[src/pkg/vector_map_pkg.sv]
package vector_map_pkg;

   // =====================================================================
   // Address widths and table geometry
   // =====================================================================
   localparam int          ADDR_W       = 13;
   localparam int          NUM_SRC      = 20;
   localparam int          IDX_W        = 5;
   localparam logic [12:0] RESET_ADDR   = 13'h0000;
   localparam logic [12:0] BOOT_ADDR_DEF = 13'h1C00;
   localparam logic [12:0] VEC_STEP     = 13'h0002;
   localparam logic        FUSE_PROGRAMMED = 1'b0;

   // =====================================================================
   // Default vector addresses, index 0 is vector number 2
   // =====================================================================
   localparam logic [12:0] VEC_EXT0     = 13'h0002;
   localparam logic [12:0] VEC_EXT1     = 13'h0004;
   localparam logic [12:0] VEC_T2_CMP   = 13'h0006;
   localparam logic [12:0] VEC_T2_OVF   = 13'h0008;
   localparam logic [12:0] VEC_T1_CAP   = 13'h000A;
   localparam logic [12:0] VEC_T1_CMPA  = 13'h000C;
   localparam logic [12:0] VEC_T1_CMPB  = 13'h000E;
   localparam logic [12:0] VEC_T1_OVF   = 13'h0010;
   localparam logic [12:0] VEC_T0_OVF   = 13'h0012;
   localparam logic [12:0] VEC_SPI_DONE = 13'h0014;
   localparam logic [12:0] VEC_RX_DONE  = 13'h0016;
   localparam logic [12:0] VEC_TX_EMPTY = 13'h0018;
   localparam logic [12:0] VEC_TX_DONE  = 13'h001A;
   localparam logic [12:0] VEC_CONV     = 13'h001C;
   localparam logic [12:0] VEC_EEPROM_WRITE_READY   = 13'h001E;
   localparam logic [12:0] VEC_COMP     = 13'h0020;
   localparam logic [12:0] VEC_TWO_WIRE = 13'h0022;
   localparam logic [12:0] VEC_EXT2     = 13'h0024;
   localparam logic [12:0] VEC_T0_CMP   = 13'h0026;
   localparam logic [12:0] VEC_STORE    = 13'h0028;

   typedef enum logic [1:0] {
      ST_RESET_FETCH,
      ST_IDLE,
      ST_VECTOR
   } fetch_state_t;

endpackage : vector_map_pkg

[src/core/interrupt_vector_map.sv]
`timescale 1ns/1ps

module interrupt_vector_map
   import vector_map_pkg::*;
#(
   parameter logic [ADDR_W-1:0] BOOT_ADDR = BOOT_ADDR_DEF
)(
   input  wire logic                 i_mclk,
   input  wire logic                 i_nrst,
   input  wire logic                 i_boot_reset_select_fuse,
   input  wire logic                 i_vector_table_select_bit,
   input  wire logic                 i_global_irq_enable,
   input  wire logic                 i_fetch_ready,
   input  wire logic                 i_external_request_zero,
   input  wire logic                 i_external_request_one,
   input  wire logic                 i_external_request_two,
   input  wire logic                 i_timer_two_compare_event,
   input  wire logic                 i_timer_two_overflow_event,
   input  wire logic                 i_timer_one_capture_event,
   input  wire logic                 i_timer_one_compare_a_event,
   input  wire logic                 i_timer_one_compare_b_event,
   input  wire logic                 i_timer_one_overflow_event,
   input  wire logic                 i_timer_zero_overflow_event,
   input  wire logic                 i_timer_zero_compare_event,
   input  wire logic                 i_serial_periph_transfer_done,
   input  wire logic                 i_uart_receive_done,
   input  wire logic                 i_uart_tx_buffer_empty,
   input  wire logic                 i_uart_transmit_done,
   input  wire logic                 i_converter_done,
   input  wire logic                 i_eeprom_write_ready,
   input  wire logic                 i_comparator_event,
   input  wire logic                 i_two_wire_serial_event,
   input  wire logic                 i_program_store_ready,
   output logic                      o_vector_valid,
   output logic [ADDR_W-1:0]         o_vector_addr,
   output logic                      o_vector_is_reset,
   output logic [IDX_W-1:0]          o_vector_number,
   output logic [NUM_SRC-1:0]        o_irq_ack
);

   // =====================================================================
   // Request gathering in vector-number order
   // =====================================================================
   logic [NUM_SRC-1:0]  req;
   logic [ADDR_W-1:0]   vec_table [NUM_SRC];
   logic                any_req;
   logic [IDX_W-1:0]    win_idx;

   // Bit k is vector number k+2
   // Sources run on this clock already, so no synchroniser is needed
   assign req = {
      i_program_store_ready,          // 21
      i_timer_zero_compare_event,     // 20
      i_external_request_two,         // 19
      i_two_wire_serial_event,        // 18
      i_comparator_event,             // 17
      i_eeprom_write_ready,           // 16
      i_converter_done,               // 15
      i_uart_transmit_done,           // 14
      i_uart_tx_buffer_empty,         // 13
      i_uart_receive_done,            // 12
      i_serial_periph_transfer_done,  // 11
      i_timer_zero_overflow_event,    // 10
      i_timer_one_overflow_event,     // 9
      i_timer_one_compare_b_event,    // 8
      i_timer_one_compare_a_event,    // 7
      i_timer_one_capture_event,      // 6
      i_timer_two_overflow_event,     // 5
      i_timer_two_compare_event,      // 4
      i_external_request_one,         // 3
      i_external_request_zero         // 2
   };

   // Fixed default table, one entry per source
   assign vec_table[0]  = VEC_EXT0;
   assign vec_table[1]  = VEC_EXT1;
   assign vec_table[2]  = VEC_T2_CMP;
   assign vec_table[3]  = VEC_T2_OVF;
   assign vec_table[4]  = VEC_T1_CAP;
   assign vec_table[5]  = VEC_T1_CMPA;
   assign vec_table[6]  = VEC_T1_CMPB;
   assign vec_table[7]  = VEC_T1_OVF;
   assign vec_table[8]  = VEC_T0_OVF;
   assign vec_table[9]  = VEC_SPI_DONE;
   assign vec_table[10] = VEC_RX_DONE;
   assign vec_table[11] = VEC_TX_EMPTY;
   assign vec_table[12] = VEC_TX_DONE;
   assign vec_table[13] = VEC_CONV;
   assign vec_table[14] = VEC_EEPROM_WRITE_READY;
   assign vec_table[15] = VEC_COMP;
   assign vec_table[16] = VEC_TWO_WIRE;
   assign vec_table[17] = VEC_EXT2;
   assign vec_table[18] = VEC_T0_CMP;
   assign vec_table[19] = VEC_STORE;

   vector_priority #(
      .N      (NUM_SRC)
   ) u_pick (
      .i_req  (req),
      .o_any  (any_req),
      .o_idx  (win_idx)
   );

   // =====================================================================
   // Address formation
   // =====================================================================
   logic [ADDR_W-1:0] reset_target;
   logic [ADDR_W-1:0] irq_target;

   // Fuse low means programmed, so reset goes to the boot loader
   assign reset_target = (i_boot_reset_select_fuse == FUSE_PROGRAMMED)
                         ? BOOT_ADDR : RESET_ADDR;
   // Whole table slides up by the boot base when selected
   assign irq_target = i_vector_table_select_bit
                       ? ADDR_W'(vec_table[win_idx] + BOOT_ADDR)
                       : vec_table[win_idx];

   // =====================================================================
   // Fetch sequencing
   // =====================================================================
   fetch_state_t state_r;
   logic         take;

   // Interrupt taken only when enabled, pending and core is idle
   // A request raised while a vector is pending simply waits its turn
   assign take = (state_r == ST_IDLE) && i_global_irq_enable
                 && any_req;

   // Reset fetch first, then one vector per taken interrupt
   always_ff @(posedge i_mclk or negedge i_nrst)
   begin
      if (!i_nrst)
         state_r <= ST_RESET_FETCH;
      else
      begin
         case (state_r)
            ST_RESET_FETCH:
               if (i_fetch_ready)
                  state_r <= ST_IDLE;
            ST_IDLE:
               if (take)
                  state_r <= ST_VECTOR;
            ST_VECTOR:
               if (i_fetch_ready)
                  state_r <= ST_IDLE;
            default:
               state_r <= ST_IDLE;
         endcase
      end
   end

   // =====================================================================
   // Output registers
   // =====================================================================

   // Vector address is held while valid stands; during the reset fetch it reloads from the fuse each cycle
   always_ff @(posedge i_mclk or negedge i_nrst)
   begin
      if (!i_nrst)
         o_vector_addr <= RESET_ADDR;
      else if (state_r == ST_RESET_FETCH)
         o_vector_addr <= reset_target;
      else if (take)
         o_vector_addr <= irq_target;
   end

   // Number of the last taken vector; the reset fetch leaves it alone
   always_ff @(posedge i_mclk or negedge i_nrst)
   begin
      if (!i_nrst)
         o_vector_number <= '0;
      else if (take)
         o_vector_number <= IDX_W'(win_idx + 5'h02);
   end

   // Reset flag stands until the first taken interrupt
   always_ff @(posedge i_mclk or negedge i_nrst)
   begin
      if (!i_nrst)
         o_vector_is_reset <= 1'b1;
      else if (state_r == ST_RESET_FETCH)
         o_vector_is_reset <= 1'b1;
      else if (take)
         o_vector_is_reset <= 1'b0;
   end

   // =====================================================================
   // Source acknowledge
   // =====================================================================

   // One-cycle pulse to the winner so a level request can clear itself;
   // a source that ignores it is simply taken again
   always_ff @(posedge i_mclk or negedge i_nrst)
   begin
      if (!i_nrst)
         o_irq_ack <= '0;
      else
      begin
         o_irq_ack <= '0;
         if (take)
            o_irq_ack[win_idx] <= 1'b1;
      end
   end

   // =====================================================================
   // Fetch handshake
   // =====================================================================

   // Valid is combinational from the state, so it drops on the accept edge
   assign o_vector_valid = (state_r != ST_IDLE);

endmodule : interrupt_vector_map

[src/core/vector_priority.sv]
`timescale 1ns/1ps

// =====================================================================
// Fixed priority pick, lowest index wins
// =====================================================================
module vector_priority
   import vector_map_pkg::*;
#(
   parameter int N = NUM_SRC
)(
   input  wire logic [N-1:0]     i_req,
   output logic                  o_any,
   output logic [IDX_W-1:0]      o_idx
);

   // Scan from the top so the lowest set bit is kept last
   always_comb
   begin
      o_any = 1'b0;
      o_idx = '0;
      for (int k = N - 1; k >= 0; k--)
      begin
         if (i_req[k])
         begin
            o_any = 1'b1;
            o_idx = IDX_W'(k);
         end
      end
   end

endmodule : vector_priority

[config.mk]
export PLATFORM = sky130hd
export DESIGN_NAME = interrupt_vector_map
export DESIGN_NICKNAME = d
export VERILOG_FILES = /design/src/pkg/vector_map_pkg.sv /design/src/core/interrupt_vector_map.sv /design/src/core/vector_priority.sv
export SDC_FILE = /design/constraint.sdc
export NUM_CORES = 1
export LEC_CHECK = 0
export ABC_AREA = 1
export ABC_CLOCK_PERIOD_IN_PS = 1950
export CAP_MARGIN = 20
export CORE_ASPECT_RATIO = 0.75
export CORE_MARGIN = 5
export CORE_UTILIZATION = 44
export CTS_CLUSTER_DIAMETER = 50
export CTS_CLUSTER_SIZE = 12
export DETAILED_ROUTE_END_ITERATION = 8
export DONT_BUFFER_PORTS = 1
export HOLD_SLACK_MARGIN = 0.03
export SKIP_CTS_REPAIR_TIMING = 1
export SYNTH_ARGS = -nofsm -noshare
export SYNTH_HDL_FRONTEND = slang
export SYNTH_HIERARCHICAL = 1
export SYNTH_SLANG_ARGS = --single-unit
[constraint.sdc]
create_clock -name i_mclk -period 1.95 [get_ports i_mclk]
set_input_delay 0.195 -clock i_mclk [delete_from_list [all_inputs] [get_ports i_mclk]]
set_output_delay 0.195 -clock i_mclk [all_outputs]
set_load 0.01 [all_outputs]
## Yosys cells after proc, flatten, opt, wreduce, memory -nomap -nowiden

Memories as Yosys holds them, arrays and structs flattened.
Cells that the tools add are included.

- Flip-flop bits (word level): 41
- Bits in read-only memories: 416
- Input port bits: 26
- Output and inout bits: 40
- Memories: 1

- $add $sub $neg: 2
- Order comparisons: 3
- Equality and inequality tests: 5
- Mux-type cells: 54
- Bitwise gates (word level): 1
- Reduce and logical (&&, ||, !) cells: 7

Memories:

| memory | words | width | read ports | clocked after memory_dff | wr ports | RTL line | source |
|---|---|---|---|---|---|---|---|
| (name not given) | 32 | 13 | 1 | 0 | 0 | interrupt_vector_map.sv:116 | `: vec_table[win_idx];` |

Operators by type and width:

| operator | count |
|---|---|
| 2-to-1 mux 5 bit | 20 |
| 2-to-1 mux 13 bit | 6 |
| 2-to-1 mux 1 bit | 23 |
| 2-to-1 mux 20 bit | 1 |
| adder 13 bit (second input constant) | 1 |
| >= comparator 6 bit (second input constant) | 1 |
| less-than comparator 5 x 6 -> 1 bit (second input constant) | 1 |
| inverter 5 -> 6 bit | 1 |
| adder 5 x 2 -> 5 bit (second input constant) | 1 |
| demux 1 bit (select 5 bit) | 1 |
| >= comparator 5 x 1 -> 1 bit (second input constant) | 1 |
| 2-to-1 mux 2 bit | 2 |
| != test 2 x 1 -> 1 bit (second input constant) | 2 |
| case mux 2 bit (2 select lines) | 1 |
| logical AND 1 bit | 3 |
| equality test 2 x 1 -> 1 bit (second input constant) | 1 |
| equality test 2 bit (second input constant) | 1 |
| logical NOT 2 bit | 1 |
| != test 2 bit (second input constant) | 1 |
| AND reduction 2 bit | 1 |
| nonzero test 2 bit | 1 |
| OR reduction 2 bit | 1 |

## Longest topological paths before layout

- Word-level depth: 28
- Mapped depth: 25
- Mapped depth without buffers: 25

## Modules after synthesis

Netlist, hierarchy kept.

Modules (own cells, without submodules):

| module | times used | cells each | area an instance (µm²) | sequential area each (µm²) |
|---|---|---|---|---|
| interrupt_vector_map | 1 | 149 | 1410.1 | 852.1 |
| vector_priority | 1 | 64 | 280.3 | 0.0 |

## Worst setup path after synthesis

Ideal clock, no wire load.

- Kind: input -> register
- Start: input i_timer_zero_compare_event
- End: register o_vector_addr[5]
- Library setup time: 0.065 ns
- Arrival time: 1.846 ns
- Path slack: 0.039 ns
- Stages on the path: 14
- Buffers on the path: 0
- Cells stage by stage: or2_1 -> nand3_1 -> nand2_1 -> nand3_1 -> nand2_1 -> nand2_1 -> nand2_1 -> a21oi_1 -> a211oi_1 -> ha_1 -> inv_1 -> o21ai_0 -> nand2_1 -> nand2_1

- Longest elaborated chain between the ends: 27
- Elaborated cells on any way between the ends: 48
- Those cells by class: 1 x add/sub; 43 x mux; 1 x bitwise; 2 x reduce/logical; 1 x memory

Ends and longest elaborated chain:

| element | RTL line | source |
|---|---|---|
| from (decl) | interrupt_vector_map.sv:24 | `input wire logic i_timer_zero_compare_event,` |
| 2-to-1 mux 5 bit (*) (19 in a row) | vector_priority.sv:23 | `if (i_req[k])` |
| net win_idx[1] | interrupt_vector_map.sv:47 | `logic [IDX_W-1:0] win_idx;` |
| inverter 5 -> 6 bit (implied by the code) (*) | interrupt_vector_map.sv:115, interrupt_vector_map.sv:116 |  |
| memory (32 x 13 bit) (*) | - |  |
| 2-to-1 mux 13 bit (implied by the code) (*) (2 in a row) | interrupt_vector_map.sv:116 |  |
| adder 13 bit | interrupt_vector_map.sv:115 | `? ADDR_W'(vec_table[win_idx] + BOOT_ADDR)` |
| 2-to-1 mux 13 bit (*) | interrupt_vector_map.sv:115 |  |
| 2-to-1 mux 13 bit (*) | interrupt_vector_map.sv:163 | `else if (take)` |
| 2-to-1 mux 13 bit (*) | interrupt_vector_map.sv:161 | `else if (state_r == ST_RESET_FETCH)` |
| to (signal assigned) | interrupt_vector_map.sv:162 | `o_vector_addr <= reset_target;` |
| to (signal assigned) | interrupt_vector_map.sv:164 | `o_vector_addr <= irq_target;` |
| to (decl) | interrupt_vector_map.sv:35 | `output logic [ADDR_W-1:0] o_vector_addr,` |

The timed path passes the listed nets; every way through them passes the cells marked *. The select of a mux whose other input is x is not followed.
A chain may end at the register's enable or synchronous reset.

## Final worst setup path

- Start: input i_timer_zero_compare_event
- End: register o_irq_ack[16]

- Longest elaborated chain between the ends: 24
- Elaborated cells on any way between the ends: 45
- Those cells by class: 2 x order compare; 41 x mux; 2 x reduce/logical

Ends and longest elaborated chain:

| element | RTL line | source |
|---|---|---|
| 2-to-1 mux 5 bit (*) (19 in a row) | vector_priority.sv:23 |  |
| net win_idx[0] | interrupt_vector_map.sv:47 |  |
| less-than comparator 5 x 6 -> 1 bit (implied by the code) / >= comparator 5 x 1 -> 1 bit (equally long branches) | interrupt_vector_map.sv:201 | `o_irq_ack[win_idx] <= 1'b1;` |
| logical AND 1 bit (implied by the code) | interrupt_vector_map.sv:201 |  |
| 2-to-1 mux 1 bit (implied by the code) | interrupt_vector_map.sv:201 |  |
| demux 1 bit (select 5 bit) (*) | interrupt_vector_map.sv:201 |  |
| 2-to-1 mux 20 bit (*) | interrupt_vector_map.sv:200 | `if (take)` |
| to (signal assigned) | interrupt_vector_map.sv:196 | `o_irq_ack <= '0;` |
| to (signal assigned) | interrupt_vector_map.sv:199 | `o_irq_ack <= '0;` |
| to (signal, indexed assignment) | interrupt_vector_map.sv:201 |  |
| to (decl) | interrupt_vector_map.sv:38 | `output logic [NUM_SRC-1:0] o_irq_ack` |

The timed path passes the listed nets; every way through them passes the cells marked *.

==> impl_metrics.csv <==
group,metric,value,unit
status,status,"completed",
critical_path,cpPeakStageDelay,0.21,ns
sta,max_freq,623,MHz
yosys,synth_top_area_frac,0.489,
yosys,synth_area_leaders,"dfrtp_1, nand2_1, nor2_1",
route,m1WireLength,1.52,mm
route,dr.max_layer_used,"met4",
route,via_count,1270,
placement,portBuffers,0,
critical_path,path_buf_inv,2,
die,die_y,63.7,um
min_path,min_from,"i_vector_table_select_bit",
critical_path,r2r_setup_slack,0.63,ns
power,p_leak,1.03,nW
sta,skew,0.00524,ns
min_path,hp-class,"in2reg",
route,wl_per_cell,12.5,um
global_route,track_usage,0.143,
run,max_cap_violations,0,
yosys,yosys.area_share.adder,0.0444,
yosys,avgSynthCellArea,7.94,um2
clock_tree,cts_tree,"built",
critical_path,critPathLaunchType,"input port",
placement,dp_slack,0.0292,ns
die,start_util,0.459,
critical_path,cp_max_fo,5,
power,ir_drop,0.360,mV
clock_tree,numCtsBuffers,5,
yosys,synth.mux.area_fraction,0,
clock_tree,cts-root-buf,"clkbuf_8",
critical_path,worstSetupPathDepth,23,
yosys,syn-cell-area,1690,um2
finish,drive_above_1_share,0.108,
clock_tree,clk_pin_slew_worst_paths,0.07,ns
critical_path,r2r_end,"o_irq_ack[16]",
yosys,ys_seq_elements,34,
critical_path,r2r_start,"state_r[1]",
global_route,overflow,0,
finish,diodes,0,
die,ios,66,
yosys,synth_top_family_by_area,"simple AND/OR/NAND/NOR gates",
route,wirelength,3.43,mm
yosys,synth-simple-area-share,0.286,
critical_path,crit_type,"in2reg",
critical_path,required,2.11,ns
route,post_drt_via_cell_ratio,4.62,
finish,area_delta_synth_final,10.4,%
global_route,antenna_found_initial,0,
yosys,synth_compound_area_frac,0.0370,
finish,n_fill_cell,366,
clock_tree,clock_latency,0.28,ns
die,num_rows,19,
placement,dp_hpwl,2.67,mm
clock_tree,clk_path_buf_depth,2,
power,p_switching,0.000557,W
critical_path,path_cells,"inv_1 -> nand2_1 -> nand2_1 -> nand2_1 -> nand2_1 -> nand2_1 -> nand2_1 -> nand2_1 -> nand2_1 -> nand2_1 -> nand2_1 -> nand2_1 -> nand2_1 -> nand2_1 -> nand2_1 -> nand2_1 -> nand2_1 -> nand2_1 -> a21oi_2 -> inv_1 -> ha_1 -> nand2_1 -> nor2_1",
global_route,grt_start_max_net_pins,35,
yosys,synth_top_area_cell,"dfrtp_1",
power,p_sw_frac,0.321,
global_route,grt_first_pass_wirelength,5.66,mm
yosys,synth.distinct_cells,25,
critical_path,cp_slowest_cell,"a21oi_2",
sta,hold_violations,0,
placement,place_area,1750,um2
die,die_x,81.6,um
power,p_clk_frac,0.300,
route,antenna_left,0,
route,routed-wl-met3,331,um
yosys,synth_cells,213,
finish,nNetsFinal,254,
finish,design_area,1870,um2
critical_path,cp_top_family,"simple AND/OR/NAND/NOR gates",
critical_path,worstSetupEndpointType,"flip-flop",
critical_path,r2r_cells,5,
sta,rsz0062_at_grt,"false",
route,drt-initial-drc-count,45,
route,drc,0,
die,die_area,5190,um2
power,power,0.00174,W
yosys,synth-xor-area-share,0.00518,
placement,gp_congestion,0.741,
power,pwr_density_cell,930,nW/um2
sta,whs,0.0362,ns
sta,finalCritPeriodShare,0.822,
critical_path,crit_top_cell,"nand2_1",
sta,slew_viol_final,0,
yosys,ys_seq_area_frac,0.504,
power,pwr-share-comb,0.169,
yosys,yosysWarnings,6,
sta,fin_tns_setup,0,ns
sta,worst_slack,0.346,ns
clock_tree,cts_htree_levels,2,
sta,fin_crit,1.60,ns
route,wl_met2,1.53,mm
power,p_int,0.00118,W
sta,setup_viol,0,
power,seqPwrFrac,0.531,
critical_path,critical_path_arrival,1.77,ns
global_route,grt_pass1_vias,1194,
critical_path,crit_end,"o_irq_ack[16]",
critical_path,setup.worst_path.start,"i_timer_zero_compare_event",
die,core,3680,um2
clock_tree,clkSinkCount,34,
route,dr.pass1.iters,4,
[sequential cells by signal, summed over array words and instances (netlist names)]
register	cells
o_irq_ack	20
o_vector_addr	6
o_vector_is_reset	1
o_vector_number	5
state_r	2
[power groups by stage]
stage          clock network, W  registers [W]  logic, W
6_report               0.000521       0.000923  0.000293
5_1_grt                0.000576       0.000939  0.000342
4_1_cts                0.000538       0.000926  0.000280
3_5_place_dp                  0       0.000939  0.000279
3_3_place_gp                  0       0.000933  0.000272
2_1_floorplan                 0       0.000904  0.000277
[area by class of cell]
type / count / area, um2 / share of cell area
sequential: 34 / 852 / 0.456
timing repair buffer: 8 / 75.1 / 0.0402
inverter: 32 / 134 / 0.0717
clock inverter: 1 / 5.00 / 0.00268
multi-input combinational: 141 / 649 / 0.348
clock buffer: 7 / 86.3 / 0.0462
tap: 52 / 65.1 / 0.0349
[logic make-up (layout without fill, tap and decap cells)]
logic type / count (synthesis) / count (layout)
other: 1 / 5
adders and majority gates: 6 / 6
buffers and inverters: 42 / 48
AOI/OAI and AO/OA: 11 / 11
xor gates and xnor gates: 1 / 1
and+or+nand+nor: 118 / 118
DFF: 34 / 34
[layout by cell type, fill, tap and decap left out]
cell	instances
a211oi_1	1
nor2_1	35
nand2_1	61
a21oi_2	1
nand3_1	14
clkbuf_1	1
o21ai_0	2
clkinv_2	1
clkbuf_8	6
xnor2_1	1
buf_4	6
a21oi_1	3
nor2_4	1
bufinv_8	1
conb_1	5
or2_1	1
inv_1	27
ha_1	6
dfrtp_1	33
buf_12	1
a31oi_1	1
inv_2	4
nand4_1	1
dfstp_2	1
nor3_1	1
o21ai_1	3
nor4_1	2
nand2_2	2
dlygate4sd3_1	1
[per-layer routing]
metal	global-route usage	up-vias
met5	0	-
met1	0.192	567
met2	0.204	45
li1	-	653
met3	0.0499	5
met4	0.0685	0
[how the worst min path moves through the flow]
stage                          to  slack [ns]  depth (start not counted)
6_report        o_vector_addr[11]        0.04                          2
5_1_grt         o_vector_addr[11]        0.03                          2
4_1_cts                state_r[0]       -0.41                          0
3_5_place_dp   o_vector_number[2]        -0.1                          0
3_3_place_gp   o_vector_number[2]        -0.1                          0
2_1_floorplan        o_irq_ack[0]       -0.10                          0
[Yosys cell counts]
library cell and n:
nand2_1 61, nor2_1 35, dfrtp_1 33, inv_1 27, nand3_1 14, buf_4 8
ha_1 6, inv_2 4, a21oi_1 3, o21ai_1 3, buf_2 2, nand2_2 2
nor4_1 2, o21ai_0 2, a211oi_1 1, a21oi_2 1, a31oi_1 1, bufinv_8 1
conb_1 1, dfstp_2 1, nand4_1 1, nor2_4 1, nor3_1 1, or2_1 1
xnor2_1 1
[metrics by stage]
step | util | cells
floorplan | - | 217
global placement | 0.474 | 265
detailed placement | 0.474 | 265
CTS | 0.498 | 273
global route | 0.507 | 275
finish | 0.507 | 275
(Power assumes the default switching activity.)
